## src/nand_strobe_pkg.sv

```systemverilog
// constants for the nand flash strobe sequencer: timing counts, divider
// limits and command kinds. assumes the sequencer clock is the controller clock.
`default_nettype none
package nand_strobe_pkg;

  // controller clock period, the unit of every strobe interval
  localparam int unsigned CTRL_PERIOD_NS = 100;

  // strobe intervals in ns as multiples of the controller period
  localparam int unsigned LATCH_SETUP_NS  = CTRL_PERIOD_NS;
  localparam int unsigned WRITE_PULSE_NS  = CTRL_PERIOD_NS;
  localparam int unsigned READY_TO_RD_NS  = 4 * CTRL_PERIOD_NS;
  localparam int unsigned READ_PULSE_NS   = (3 * CTRL_PERIOD_NS) / 2;

  // least times round up to whole cycles
  localparam int unsigned LATCH_SETUP_CYC =
    (LATCH_SETUP_NS + CTRL_PERIOD_NS - 1) / CTRL_PERIOD_NS;
  localparam int unsigned WRITE_PULSE_CYC =
    (WRITE_PULSE_NS + CTRL_PERIOD_NS - 1) / CTRL_PERIOD_NS;
  localparam int unsigned READY_WAIT_CYC  =
    (READY_TO_RD_NS + CTRL_PERIOD_NS - 1) / CTRL_PERIOD_NS;
  localparam logic [2:0]  READY_WAIT_CNT  = 3'(READY_WAIT_CYC);

  // controller clock divider off the cpu clock
  localparam int unsigned CPU_CLOCK_KHZ   = 266000;
  localparam int unsigned CTRL_MAX_KHZ    = 66000;
  localparam int unsigned DIV_WIDTH       = 5;
  localparam logic [4:0]  DIV_RESET       = 5'h10;
  localparam logic [4:0]  DIV_MIN         =
    5'((CPU_CLOCK_KHZ + CTRL_MAX_KHZ - 1) / CTRL_MAX_KHZ);

  // command kinds on the request port
  typedef enum logic [1:0] {
    KIND_COMMAND = 2'b00,
    KIND_ADDRESS = 2'b01,
    KIND_WRITE   = 2'b10,
    KIND_READ    = 2'b11
  } kind_t;

  typedef enum logic [3:0] {
    ST_IDLE  = 4'b0000,
    ST_SETUP = 4'b0001,
    ST_WLOW  = 4'b0010,
    ST_WHOLD = 4'b0011,
    ST_RWAIT = 4'b0100,
    ST_RLOW1 = 4'b0101,
    ST_RLOW2 = 4'b0110,
    ST_RHIGH = 4'b0111,
    ST_RTAIL = 4'b1000
  } state_t;

endpackage
`default_nettype wire

```

## src/nand_flash_strobe_timing.sv

```systemverilog
// pin-level strobe sequencer toward a nand flash: latches, strobes, data bus.
// assumes MCLK is the controller clock and all inputs are synchronous to it.
// Operation
// command latch stable one period around the capturing write strobe edge
// chip select asserted one period before and after every strobe
// write strobe low for at least one full period
// address latch stable one period around the capturing write strobe edge
// write data valid one period before and after write strobe rise
// each write cycle lasts at least two periods
// write strobe high at least one period between pulses
// wait four periods after flash ready before read strobe falls
// read strobe low at least one and a half periods
// each read cycle lasts at least two periods
// read strobe high at least half a period between pulses
// flash presents read data 15 ns before the sampling point
// flash holds read data until the sampling point, no more
// read data captured on the controller clock, not a returned strobe
// all strobe intervals are multiples of half the controller period; read strobe edges move on the falling edge, giving 1.5-period spans
// divider never lets the controller clock exceed 66 MHz
// divider resets to give 16.63 MHz from the cpu clock
// divide by 12 or 8 from 266 MHz is the usual setting
// read strobe edges fall on both clock edges for half periods; here both read strobe edges move on the falling edge only
// latches low, chip select off, strobes high from reset
`timescale 1ns/1ns
`default_nettype none
module nand_flash_strobe_timing
  import nand_strobe_pkg::*;
#(
  parameter int unsigned DATA_WIDTH = 8,
  parameter int unsigned BUF_DEPTH  = 2
) (
  // clock and reset
  input  wire logic                  MCLK,
  input  wire logic                  RESET,
  // request stream
  input  wire logic                  CMD_VALID,
  output var  logic                  CMD_READY,
  input  wire logic [1:0]            CMD_KIND,
  input  wire logic [DATA_WIDTH-1:0] CMD_DATA,
  // read data stream
  output var  logic                  RD_VALID,
  input  wire logic                  RD_READY,
  output var  logic [DATA_WIDTH-1:0] RD_DATA,
  // divider toward the clock control unit
  input  wire logic                  DIV_LOAD,
  input  wire logic [DIV_WIDTH-1:0]  DIV_VALUE,
  output var  logic [DIV_WIDTH-1:0]  FLASH_CLOCK_DIVIDER,
  // flash pins
  output var  logic                  COMMAND_LATCH_EN,
  output var  logic                  ADDRESS_LATCH_EN,
  output var  logic                  FLASH_CHIP_SELECT_N,
  output var  logic                  FLASH_WRITE_STROBE_N,
  output var  logic                  FLASH_READ_STROBE_N,
  input  wire logic                  FLASH_READY,
  input  wire logic [DATA_WIDTH-1:0] FLASH_DQ_IN,
  output var  logic [DATA_WIDTH-1:0] FLASH_DQ_OUT,
  output var  logic                  FLASH_DQ_OE_N
);

  state_t                  state_q;
  state_t                  state_d;
  kind_t                   kind_q;
  logic [DATA_WIDTH-1:0]   data_q;
  logic [2:0]              rdy_cnt_q;
  logic                    accept;
  logic                    same_write;
  logic                    push;
  logic                    pop;
  logic                    buf_full_d;
  logic                    cle_d;
  logic                    ale_d;
  logic                    cs_n_d;
  logic                    we_n_d;
  logic                    oe_n_d;
  logic                    rd_want_n_q;
  logic [BUF_DEPTH-1:0]    valid_q;
  logic [DATA_WIDTH-1:0]   mem_q [BUF_DEPTH];

  assign accept     = CMD_VALID & CMD_READY;
  assign same_write = (CMD_KIND == kind_q) && (kind_q != KIND_READ);
  // a byte is taken at the edge that ends the second low cycle
  assign push       = (state_q == ST_RLOW2);
  assign pop        = valid_q[0] & RD_READY;

  // sequencing: every state except ST_IDLE and ST_RWAIT lasts exactly one controller period
  always_comb begin
    state_d = state_q;
    case (state_q)
      ST_IDLE: begin
        if (accept) begin
          state_d = (kind_t'(CMD_KIND) == KIND_READ) ? ST_RWAIT : ST_SETUP;
        end
      end
      ST_SETUP: begin
        state_d = ST_WLOW;                      // see R2
      end
      ST_WLOW: begin
        state_d = ST_WHOLD;
      end
      ST_WHOLD: begin
        if (!accept) begin
          state_d = ST_IDLE;
        end else if (same_write) begin
          state_d = ST_WLOW;                    // see R6
        end else if (kind_t'(CMD_KIND) == KIND_READ) begin
          state_d = ST_RWAIT;
        end else begin
          state_d = ST_SETUP;                   // see R1
        end
      end
      ST_RWAIT: begin
        if (FLASH_READY && rdy_cnt_q >= READY_WAIT_CNT) begin
          state_d = ST_RLOW1;
        end
      end
      ST_RLOW1: begin
        state_d = ST_RLOW2;
      end
      ST_RLOW2: begin
        state_d = ST_RHIGH;
      end
      ST_RHIGH: begin
        state_d = ST_RTAIL;                     // see R10
      end
      ST_RTAIL: begin
        state_d = ST_IDLE;
      end
      default: begin
        state_d = ST_IDLE;
      end
    endcase
  end

  always_ff @(posedge MCLK) begin
    if (RESET) begin
      state_q <= ST_IDLE;
    end else begin
      state_q <= state_d;
    end
  end

  // the request is held for the whole transfer
  always_ff @(posedge MCLK) begin
    if (RESET) begin
      kind_q <= KIND_COMMAND;
      data_q <= '0;
    end else if (accept) begin
      kind_q <= kind_t'(CMD_KIND);
      data_q <= CMD_DATA;
    end
  end

  // consecutive ready samples; any busy sample restarts the wait
  always_ff @(posedge MCLK) begin
    if (RESET) begin
      rdy_cnt_q <= '0;
    end else if (state_q != ST_RWAIT || !FLASH_READY) begin
      rdy_cnt_q <= '0;
    end else if (rdy_cnt_q < READY_WAIT_CNT) begin
      rdy_cnt_q <= rdy_cnt_q + 3'h1;            // see R8
    end
  end

  // next pin levels follow the next state, so every pin is a flop
  always_comb begin
    cle_d  = 1'b0;
    ale_d  = 1'b0;
    cs_n_d = 1'b1;
    we_n_d = 1'b1;
    oe_n_d = 1'b1;
    case (state_d)
      ST_SETUP, ST_WLOW, ST_WHOLD: begin
        cs_n_d = 1'b0;
        cle_d  = (kind_sel() == KIND_COMMAND);
        ale_d  = (kind_sel() == KIND_ADDRESS);
        oe_n_d = 1'b0;
        we_n_d = (state_d != ST_WLOW);          // see R3
      end
      ST_RWAIT, ST_RLOW1, ST_RLOW2, ST_RHIGH, ST_RTAIL: begin
        cs_n_d = 1'b0;
      end
      default: begin
        cs_n_d = 1'b1;
      end
    endcase
  end

  // kind that the next state works on: a freshly taken request or the held one
  function automatic kind_t kind_sel();
    kind_sel = accept ? kind_t'(CMD_KIND) : kind_q;
  endfunction

  always_ff @(posedge MCLK) begin
    if (RESET) begin
      COMMAND_LATCH_EN     <= 1'b0;
      ADDRESS_LATCH_EN     <= 1'b0;
      FLASH_CHIP_SELECT_N  <= 1'b1;
      FLASH_WRITE_STROBE_N <= 1'b1;
      FLASH_DQ_OE_N        <= 1'b1;
    end else begin
      COMMAND_LATCH_EN     <= cle_d;
      ADDRESS_LATCH_EN     <= ale_d;
      FLASH_CHIP_SELECT_N  <= cs_n_d;
      FLASH_WRITE_STROBE_N <= we_n_d;
      FLASH_DQ_OE_N        <= oe_n_d;
    end
  end

  // data changes only on the edge that lowers the write strobe
  always_ff @(posedge MCLK) begin
    if (RESET) begin
      FLASH_DQ_OUT <= '0;
    end else if (state_d == ST_WLOW) begin
      FLASH_DQ_OUT <= accept ? CMD_DATA : data_q;
    end
  end

  // read strobe is planned on the rising edge and launched on the falling
  // edge; this gives 2 periods low sampled after 1.5 and one and a half periods of
  // high time before chip select may drop
  always_ff @(posedge MCLK) begin
    if (RESET) begin
      rd_want_n_q <= 1'b1;
    end else begin
      rd_want_n_q <= !(state_d == ST_RLOW1 || state_d == ST_RLOW2);
    end
  end

  always_ff @(negedge MCLK) begin
    if (RESET) begin
      FLASH_READ_STROBE_N <= 1'b1;
    end else begin
      FLASH_READ_STROBE_N <= rd_want_n_q;       // see R19, see R9
    end
  end

  // request port opens only where a new transfer can start at once; a full
  // buffer closes it so a stalled reader never loses a byte
  assign buf_full_d = pop ? 1'b0 : valid_q[BUF_DEPTH-1];

  always_ff @(posedge MCLK) begin
    if (RESET) begin
      CMD_READY <= 1'b0;
    end else begin
      CMD_READY <= (state_d == ST_IDLE || state_d == ST_WHOLD) && !buf_full_d;
    end
  end

  // two-entry shift buffer; entry 0 is the head and feeds the pins
  for (genvar i = 0; i < BUF_DEPTH; i++) begin : g_buf
    logic keep_valid;
    logic prev_valid;
    logic take_push;
    if (i == BUF_DEPTH - 1) begin : g_last
      assign keep_valid = pop ? 1'b0 : valid_q[i];
    end else begin : g_mid
      assign keep_valid = pop ? valid_q[i+1] : valid_q[i];
    end
    if (i == 0) begin : g_head
      assign prev_valid = 1'b1;
    end else begin : g_tail
      assign prev_valid = pop ? valid_q[i] : valid_q[i-1];
    end
    assign take_push = push && !keep_valid && prev_valid;

    always_ff @(posedge MCLK) begin
      if (RESET) begin
        valid_q[i] <= 1'b0;
      end else begin
        valid_q[i] <= keep_valid | take_push;
      end
    end

    always_ff @(posedge MCLK) begin
      if (RESET) begin
        mem_q[i] <= '0;
      end else if (take_push) begin
        mem_q[i] <= FLASH_DQ_IN;                // see R14, see R12
      end else if (pop && i < BUF_DEPTH - 1) begin
        mem_q[i] <= mem_q[(i + 1) % BUF_DEPTH];
      end
    end
  end

  assign RD_VALID = valid_q[0];
  assign RD_DATA  = mem_q[0];

  // divider setting; values that would push the clock above its ceiling are
  // raised to the smallest legal divide
  always_ff @(posedge MCLK) begin
    if (RESET) begin
      FLASH_CLOCK_DIVIDER <= DIV_RESET;
    end else if (DIV_LOAD) begin
      if (DIV_VALUE < DIV_MIN) begin
        FLASH_CLOCK_DIVIDER <= DIV_MIN;
      end else begin
        FLASH_CLOCK_DIVIDER <= DIV_VALUE;
      end
    end
  end

endmodule
`default_nettype wire

```

## config.mk

```make
export PLATFORM = sky130hd
export DESIGN_NAME = nand_flash_strobe_timing
export DESIGN_NICKNAME = d
export VERILOG_FILES = /design/src/nand_strobe_pkg.sv /design/src/nand_flash_strobe_timing.sv
export SDC_FILE = /design/constraint.sdc
export NUM_CORES = 1
export LEC_CHECK = 0
export ABC_AREA = 1
export BUFFER_PORTS_ARGS = -buffer_cell sky130_fd_sc_hd__buf_2
export CAP_MARGIN = 20
export CORE_ASPECT_RATIO = 0.6
export CORE_MARGIN = 4
export CORE_UTILIZATION = 56
export CTS_CLUSTER_SIZE = 24
export DETAILED_ROUTE_END_ITERATION = 10
export HOLD_SLACK_MARGIN = 0.08
export PLACE_DENSITY = 0.94
export SETUP_SLACK_MARGIN = 0.15
export SLEW_MARGIN = 20
export SYNTH_ARGS = -nofsm -noshare
export SYNTH_HDL_FRONTEND = slang
export SYNTH_SLANG_ARGS = --single-unit
export TNS_END_PERCENT = 1
```

## constraint.sdc

```tcl
create_clock -name MCLK -period 2.6 [get_ports MCLK]
set_input_delay 0.26 -clock MCLK [delete_from_list [all_inputs] [get_ports MCLK]]
set_output_delay 0.26 -clock MCLK [all_outputs]
set_load 0.02 [all_outputs]
```

==> impl_metrics.ini, run 1 <==
[logic_synthesis]
syn_area_um2 = 2343
synth.avg_cell_area_um2 = 8.648
ys_seq_elements = 56
synth_compound_area_frac = 0.07421
synth.distinct_cells = 30
post_synth_fa_ha_maj_area_fraction = 0.005339
synth_top_family_by_area = simple AND/OR/NAND/NOR gates
synth.most_common_cell = nor2_1
synthCells = 271
ys_seq_area_frac = 0.5467
synthTopCellsByArea = dfxtp_1, edfxtp_1, nor2_1
synth_nets = 301
ys.warnings.count = 0
synth_simple_gate_area_share = 0.2525
synth-edff-count = 16
yosysTopAreaCellShare = 0.3417
async_reset_ff_frac = 0
synthXorXnorAreaFrac = 0.003737
muxShareOfSynthArea = 0.03417
synth_commonest_cells = nor2_1, nand2_1, dfxtp_1, inv_1, edfxtp_1
yosysTopAreaCell = dfxtp_1
ys.flop_type = dfxtp_1

[outcome]
outcome = finished, final reports clean

[run]
cap_violations = 0

[global_route]
grt_pass1_wl_um = 8286
grt_pass1_vias = 1856
overflow = 0
antenna_found_initial = 0
grtUsageTotal = 0.1974
grt_max_degree = 21

[floorplan]
die_h_um = 58.11
ioPinCount = 58
start_util = 0.6087
core_um2 = 3850
dieArea_um2 = 5318
num_rows = 17
die-width_um = 91.52

[route]
vias_per_cell = 4.974
wl_per_cell_um = 12.79
firstDrtPassIters = 5
dr_total_vias = 1925
final_antenna_net_count = 0
drt_iter0_drc = 128
totalWireLength_um = 4949
drc_errors = 0

[setup_path]
crit_end = FLASH_READ_STROBE_N
start_kind = flip-flop
r2r_slack_ns = 0.65
slowest_delay_ns = 0.29
cp.buffers_inverters = 1
cp_cell_sequence = buf_2
reg2regPathDepth = 1
critPathArrivalTime_ns = 2.10
critical_path_class = reg2out
cp_max_fo = 1
timing.rr.end = FLASH_READ_STROBE_N$_SDFF_NP1_
r2r-start = rd_want_n_q$_SDFF_PP1_
crit_path_end_kind = output pin
cpMaxStageDelayCell = dfxtp_1
cp_top_family = flip-flops
cp_num_cells = 1
required_ns = 2.34
setup.worst_path.start = FLASH_READ_STROBE_N$_SDFF_NP1_

[final_layout]
fin_util = 0.7143
regArea_um2 = 1281
fill_cells = 291
instances_no_fill = 387
diodes = 0
final_area_um2 = 2750
drive_gt1_frac = 0.2636
multi_input_area_um2 = 867.1
syn_to_final_growth_pct = 17.35
nets = 359

[cts]
clk_pin_slew_worst_paths_ns = 0.09
cts-buffers-inserted = 5
cts-root-buf = clkbuf_8
cts_max_level = 2
cts_buffer_depth = 2
cts.sink_count = 56
cts_tree = yes
cts-resized-gates = 0
holdBufCountCts = 0
post_cts_buffers = 0
clk_latency_ns = 0.35

[pwr]
power_density_nw_per_um2 = 680.9
cellLeakagePower_nw = 1.374
peakVddDrop_mv = 0.3179
power_mw = 1.873

[min_path]
worstHoldStart = DIV_VALUE[4]
holdCritPathClass = in2reg

[timing]
maxSlewViolCount = 0
tightest_slew_ns = 0.4076
hold_viol = 0
max_slew_margin = 0.7273
holdWs_ns = 0.1814
setup_viol = 0
finalWorstSetupSlack_ns = 0.2402
rsz0062_at_grt = false
setup_tns_ns = 0
clock_skew_ns = 0.05235

[place]
hpwl_um = 3794
dpl_cell_area_um2 = 2666
place_inst = 379
gp_congestion = 0.8174
portBuffers = 57
place_ws_ns = 0.5464
[flip-flops by register name (all words and copies together), names as in the netlist]
name                  count
ADDRESS_LATCH_EN          1
CMD_READY                 1
COMMAND_LATCH_EN          1
FLASH_CHIP_SELECT_N       1
FLASH_CLOCK_DIVIDER       5
FLASH_DQ_OE_N             1
FLASH_DQ_OUT              8
FLASH_READ_STROBE_N       1
FLASH_WRITE_STROBE_N      1
RD_VALID                  1
data_q                    8
kind_q                    2
mem_q                    16
rd_want_n_q               1
rdy_cnt_q                 3
state_q                   4
valid_q                   1
[cells by family (layout without fill, tap and decap cells)]
logic type | Yosys count | after routing
muxes | 8 | 8
AOI/OAI and AO/OA | 30 | 30
xor gates and xnor gates | 1 | 1
and+or+nand+nor | 128 | 128
buffers and inverters | 47 | 106
DFF | 56 | 56
adders and majority gates | 1 | 1
[layout make-up]
class | instances | area share
inverters | 38 | 0.05187
clock inverters | 3 | 0.005460
clock buffers | 6 | 0.02639
multi-input cells | 168 | 0.3153
repair buffers | 59 | 0.1092
flip-flops and latches | 56 | 0.4659
well taps | 57 | 0.02593
[power by group]
group | leakage [nW] | total (mW) | switching [mW] | internal [mW]
sequential | 0.492 | 0.999 | 0.0316 | 0.967
combinational | 0.838 | 0.415 | 0.276 | 0.139
clock | 0.0442 | 0.459 | 0.270 | 0.189
total | 1.37 | 1.87 | 0.577 | 1.30
[cells in the final DEF, fill, tap and decap left out, drive strengths merged, types with 2 or more instances in the layout]
cell type | synthesis | final
o22ai | 8 | 8
nor3 | 3 | 3
mux2i | 8 | 8
inv | 39 | 39
a21oi | 12 | 12
nand4 | 3 | 3
edfxtp | 16 | 16
buf | 7 | 59
dfxtp | 40 | 40
nor2 | 54 | 54
or2 | 2 | 2
o21ai | 8 | 8
clkbuf | 1 | 6
nand3 | 17 | 17
nand2 | 49 | 49
[routing by layer]
metal | up-vias | GRT usage | wire length (um)
met3 | 13 | 0.06615 | 392
li1 | 979 | - | -
met1 | 865 | 0.2370 | 2181
met5 | - | 0 | 0
met4 | 0 | 0.07940 | 106
met2 | 68 | 0.3313 | 2268
[how the worst min path moves through the flow]
stage / endpoint / slack, ns / cells after the start
6_report: FLASH_CLOCK_DIVIDER[4]$_SDFFE_PP1P_ / 0.18 / 3
5_1_grt: FLASH_CLOCK_DIVIDER[4]$_SDFFE_PP1P_ / 0.19 / 3
4_1_cts: FLASH_CLOCK_DIVIDER[4]$_SDFFE_PP1P_ / 0.18 / 3
3_5_place_dp: FLASH_CLOCK_DIVIDER[4]$_SDFFE_PP1P_ / 0.46 / 2
3_3_place_gp: FLASH_CLOCK_DIVIDER[4]$_SDFFE_PP1P_ / 0.45 / 2
2_1_floorplan: FLASH_CLOCK_DIVIDER[1]$_SDFFE_PP0P_ / 0.35 / 1
Power figures use the tool's default switching activity.
==> run 2, diff against run 1 <==
--- a/config.mk
+++ b/config.mk
@@ -6,15 +6,15 @@
 export NUM_CORES = 1
 export LEC_CHECK = 0
 export ABC_AREA = 1
-export BUFFER_PORTS_ARGS = -buffer_cell sky130_fd_sc_hd__buf_2
 export CAP_MARGIN = 20
 export CORE_ASPECT_RATIO = 0.6
 export CORE_MARGIN = 4
-export CORE_UTILIZATION = 56
+export CORE_UTILIZATION = 66
 export CTS_CLUSTER_SIZE = 24
 export DETAILED_ROUTE_END_ITERATION = 10
+export DONT_BUFFER_PORTS = 1
 export HOLD_SLACK_MARGIN = 0.08
-export PLACE_DENSITY = 0.94
+export PLACE_DENSITY = 0.93
 export SETUP_SLACK_MARGIN = 0.15
 export SLEW_MARGIN = 20
 export SYNTH_ARGS = -nofsm -noshare
==> impl_metrics.ini, run 2 (synthesized netlist as in run 1, its figures left out) <==
[setup_path]
start_kind = flip-flop
critPathArrivalTime_ns = 2.06
critical_path_class = reg2out
required_ns = 2.34
crit_path_end_kind = output pin
cp_max_fo = 1

[run]
cap_violations = 0

[timing]
clock_skew_ns = 0.04896
holdWs_ns = 0.09477
hold_viol = 0
setup_tns_ns = 0
rsz0062_at_grt = false
max_slew_margin = 0.5784
setup_viol = 0
maxSlewViolCount = 0
tightest_slew_ns = 0.6316

[route]
final_antenna_net_count = 0
wl_per_cell_um = 16.23
vias_per_cell = 5.666
dr_total_vias = 1813
drt_iter0_drc = 155
firstDrtPassIters = 5
drc_errors = 0
totalWireLength_um = 5195

[min_path]
holdCritPathClass = in2reg

[global_route]
grt_max_degree = 21
grtUsageTotal = 0.2446
overflow = 0
antenna_found_initial = 0
grt_pass1_vias = 1819
grt_pass1_wl_um = 8445

[place]
portBuffers = 0
gp_congestion = 0.8100
hpwl_um = 3643

[pwr]
peakVddDrop_mv = 0.5304
seqPwrFrac = 0.561
internal-power_mw = 1.346
switchingPower_mw = 0.5598
p_clk_frac = 0.291
sw_frac_of_total = 0.2938
power_density_nw_per_um2 = 762.9
cellLeakagePower_nw = 1.154
share_comb_of_total_power = 0.148

[cts]
cts_max_level = 2
cts-resized-gates = 0
cts_tree = yes
clk_latency_ns = 0.35
cts.sink_count = 56
cts-buffers-inserted = 5
clk_pin_slew_worst_paths_ns = 0.09
cts_buffer_depth = 2
cts-root-buf = clkbuf_8

[final_layout]
syn_to_final_growth_pct = 6.567
reg_top3 = mem_q (16), FLASH_DQ_OUT (8), data_q (8)
diodes = 0
nets = 304
regMostFlops = mem_q
largest_reg_flops = 16
drive_gt1_frac = 0.1018
mostFrequentLayoutCell = nor2_1
layout_common_cells = nor2_1, nand2_1, dfxtp_1

[floorplan]
num_rows = 16
die_h_um = 54.16
die-width_um = 84.93
start_util = 0.7052
dieArea_um2 = 4599
ioPinCount = 58
core_um2 = 3323

[outcome]
outcome = finished, final reports clean
==> run 2: final timing paths <==
kind,from,endpoint,slack (ns),cells past startpoint
worst max-delay path,FLASH_READ_STROBE_N$_SDFF_NP1_,FLASH_READ_STROBE_N,0.28,0
worst min-delay path,DIV_VALUE[1],FLASH_CLOCK_DIVIDER[1]$_SDFFE_PP0P_,0.09,2
worst max register to register,rd_want_n_q$_SDFF_PP1_,FLASH_READ_STROBE_N$_SDFF_NP1_,0.66,1
worst min register to register,rdy_cnt_q[1]$_SDFFE_PP0N_,rdy_cnt_q[1]$_SDFFE_PP0N_,0.49,2
==> run 2: power by group through the flow <==
stage | sequential [mW] | clock (mW) | combinational, mW
after floorplan | 1.08 | 0.00481 | 0.244
after global placement | 1.09 | 0.00481 | 0.254
after detailed placement | 1.09 | 0.00481 | 0.268
after CTS | 1.07 | 0.558 | 0.278
after global routing | 1.08 | 0.601 | 0.321
final | 1.07 | 0.554 | 0.282
==> run 2: layer usage <==
metal,global-route usage,vias up,share of wire
li1,-,873,-
met1,0.2798,830,0.40
met2,0.4156,92,0.46
met3,0.1009,18,0.11
met4,0.1053,0,0.024
met5,0,-,0
==> run 2: timing repair <==
action,in CTS,in global routing
endpoints found under the hold margin,21,0
hold buffers,4,0
buffers inserted,0,0
==> run 2: final cells by class <==
| class | count | area [um^2] |
|---|---|---|
| Clock buffer | 5 | 68.82 |
| Clock inverter | 4 | 41.29 |
| Fill cell | 225 | 825.8 |
| Inverter | 38 | 142.6 |
| Multi-Input combinational cell | 168 | 867.1 |
| Sequential cell | 56 | 1281 |
| Tap cell | 45 | 56.30 |
| Timing Repair Buffer | 4 | 40.04 |
==> run 2: through the flow <==
stage | cells | power (mW) | worst slack (ns) | instance area, um^2 | util
2_1_floorplan | 271 | 1.325 | 0.4732 | 2344 | -
3_3_place_gp | 308 | 1.347 | 0.6342 | 2351 | 0.7075
3_5_place_dp | 308 | 1.363 | 0.6315 | 2351 | 0.7075
4_1_cts | 320 | 1.907 | 0.2710 | 2497 | 0.7515
5_1_grt | 320 | 1.998 | 0.2533 | 2497 | 0.7515
6_report | 320 | 1.905 | 0.2775 | 2497 | 0.7515
==> run 3, diff against run 2 <==
--- a/config.mk
+++ b/config.mk
@@ -6,7 +6,7 @@
 export NUM_CORES = 1
 export LEC_CHECK = 0
 export ABC_AREA = 1
-export CAP_MARGIN = 20
+export CAP_MARGIN = 10
 export CORE_ASPECT_RATIO = 0.6
 export CORE_MARGIN = 4
 export CORE_UTILIZATION = 66
@@ -15,6 +15,7 @@
 export DONT_BUFFER_PORTS = 1
 export HOLD_SLACK_MARGIN = 0.08
 export PLACE_DENSITY = 0.93
+export RECOVER_POWER = 100
 export SETUP_SLACK_MARGIN = 0.15
 export SLEW_MARGIN = 20
 export SYNTH_ARGS = -nofsm -noshare
==> impl_metrics.ini, run 3 (synthesized netlist as in run 1, its figures left out) <==
[floorplan]
num_rows = 16
ioPinCount = 58
start_util = 0.7052
dieArea_um2 = 4599
die-width_um = 84.93
die_h_um = 54.16
core_um2 = 3323

[timing]
rsz0062_at_grt = false
tightest_slew_ns = 0.6263
setup_tns_ns = 0
max_slew_margin = 0.5820
setup_viol = 0
maxSlewViolCount = 0
hold_viol = 0
clock_skew_ns = 0.05081

[route]
totalWireLength_um = 5206
wl_per_cell_um = 16.27
final_antenna_net_count = 0
vias_per_cell = 5.753
dr_total_vias = 1841
drt_iter0_drc = 139
firstDrtPassIters = 5
drc_errors = 0

[min_path]
min_path_cells = 2
holdCritPathClass = in2reg
worstHoldStart = DIV_VALUE[1]

[cts]
cts-buffers-inserted = 5
cts_tree = yes
cts-root-buf = clkbuf_8
cts_max_level = 2
clk_pin_slew_worst_paths_ns = 0.09
post_cts_buffers = 0
clk_latency_ns = 0.35
cts_buffer_depth = 2
cts.sink_count = 56

[final_layout]
regMostFlops = mem_q
layout_common_cells = nor2_1, nand2_1, dfxtp_1
drive_gt1_frac = 0.06545
syn_to_final_growth_pct = 4.912
reg_top3 = mem_q (16), FLASH_DQ_OUT (8), data_q (8)
largest_reg_flops = 16
mostFrequentLayoutCell = nor2_1
diodes = 0
nets = 304
final_area_um2 = 2459

[global_route]
grt_pass1_wl_um = 8445
grt_use_met2 = 0.4156
top_usage_layer = met2
grt_pass1_vias = 1819
grt_max_degree = 21
antenna_found_initial = 0
met1_usage = 0.2798
grtUsageTotal = 0.2446
overflow = 0
use_met3 = 0.1009

[setup_path]
cp_max_fo = 1
critPathArrivalTime_ns = 2.06
crit_path_end_kind = output pin
r2r-start = CMD_READY$_SDFF_PP0_
setup.worst_path.start = FLASH_READ_STROBE_N$_SDFF_NP1_
critical_path_class = reg2out
required_ns = 2.34
cp_num_cells = 0
start_kind = flip-flop
reg2regPathDepth = 9

[place]
hpwl_um = 3643
gp_congestion = 0.8100
portBuffers = 0
dpl_cell_area_um2 = 2351

[outcome]
outcome = finished, final reports clean

[pwr]
sw_frac_of_total = 0.2907
power_density_nw_per_um2 = 767.9
peakVddDrop_mv = 0.5302
internal-power_mw = 1.339
switchingPower_mw = 0.5488
cellLeakagePower_nw = 1.143
seqPwrFrac = 0.566
share_comb_of_total_power = 0.141
p_clk_frac = 0.292

[run]
cap_violations = 0
-- run 3: final timing paths --
path	end	slack, ns
setup / recovery	FLASH_READ_STROBE_N	0.28
hold / removal	FLASH_CLOCK_DIVIDER[1]$_SDFFE_PP0P_	0.1
hold reg to reg	rdy_cnt_q[1]$_SDFFE_PP0N_	0.50
setup reg to reg	FLASH_CHIP_SELECT_N$_SDFF_PP1_	0.37
-- run 3: power by group through the flow --
stage / Combinational, mW / Clock, mW / Sequential, mW
CTS: 0.278 / 0.558 / 1.07
floorplan: 0.244 / 0.00481 / 1.08
global route: 0.306 / 0.601 / 1.08
global placement: 0.254 / 0.00481 / 1.09
finish: 0.267 / 0.552 / 1.07
detailed placement: 0.268 / 0.00481 / 1.09
-- run 3: timing repair --
action / CTS / global route
hold endpoints to repair: 21 / 0
hold buffers: 4 / 0
setup endpoints to repair: 0 / 0
resized for setup: 0 / 0
-- run 3: area by class of cell --
type                            count  area, um^2
Sequential cell                    56        1281
Tap cell                           45       56.30
Multi-Input combinational cell    168       828.3
Clock inverter                      4       41.29
Clock buffer                        5       68.82
Timing Repair Buffer                4       40.04
Inverter                           38       142.6
Fill cell                         233       864.6
-- run 3: routing by layer --
| metal | vias to the layer above | wire, um |
|---|---|---|
| met3 | 23 | 571 |
| met2 | 109 | 2404 |
| li1 | 872 | - |
| met4 | 0 | 143 |
| met1 | 837 | 2085 |
| met5 | - | 0 |
-- run 3: per-stage QoR --
| step | setup WS, ns | hold slack, ns | std cells | total power [mW] | util |
|---|---|---|---|---|---|
| 2_1_floorplan | 0.4732 | 0.3536 | 271 | 1.325 | - |
| 3_3_place_gp | 0.6342 | 0.3350 | 308 | 1.347 | 0.7075 |
| 3_5_place_dp | 0.6315 | 0.3392 | 308 | 1.363 | 0.7075 |
| 4_1_cts | 0.2710 | 0.08271 | 320 | 1.907 | 0.7515 |
| 5_1_grt | 0.1651 | 0.1005 | 320 | 1.983 | 0.7398 |
| 6_report | 0.2768 | 0.09552 | 320 | 1.888 | 0.7398 |
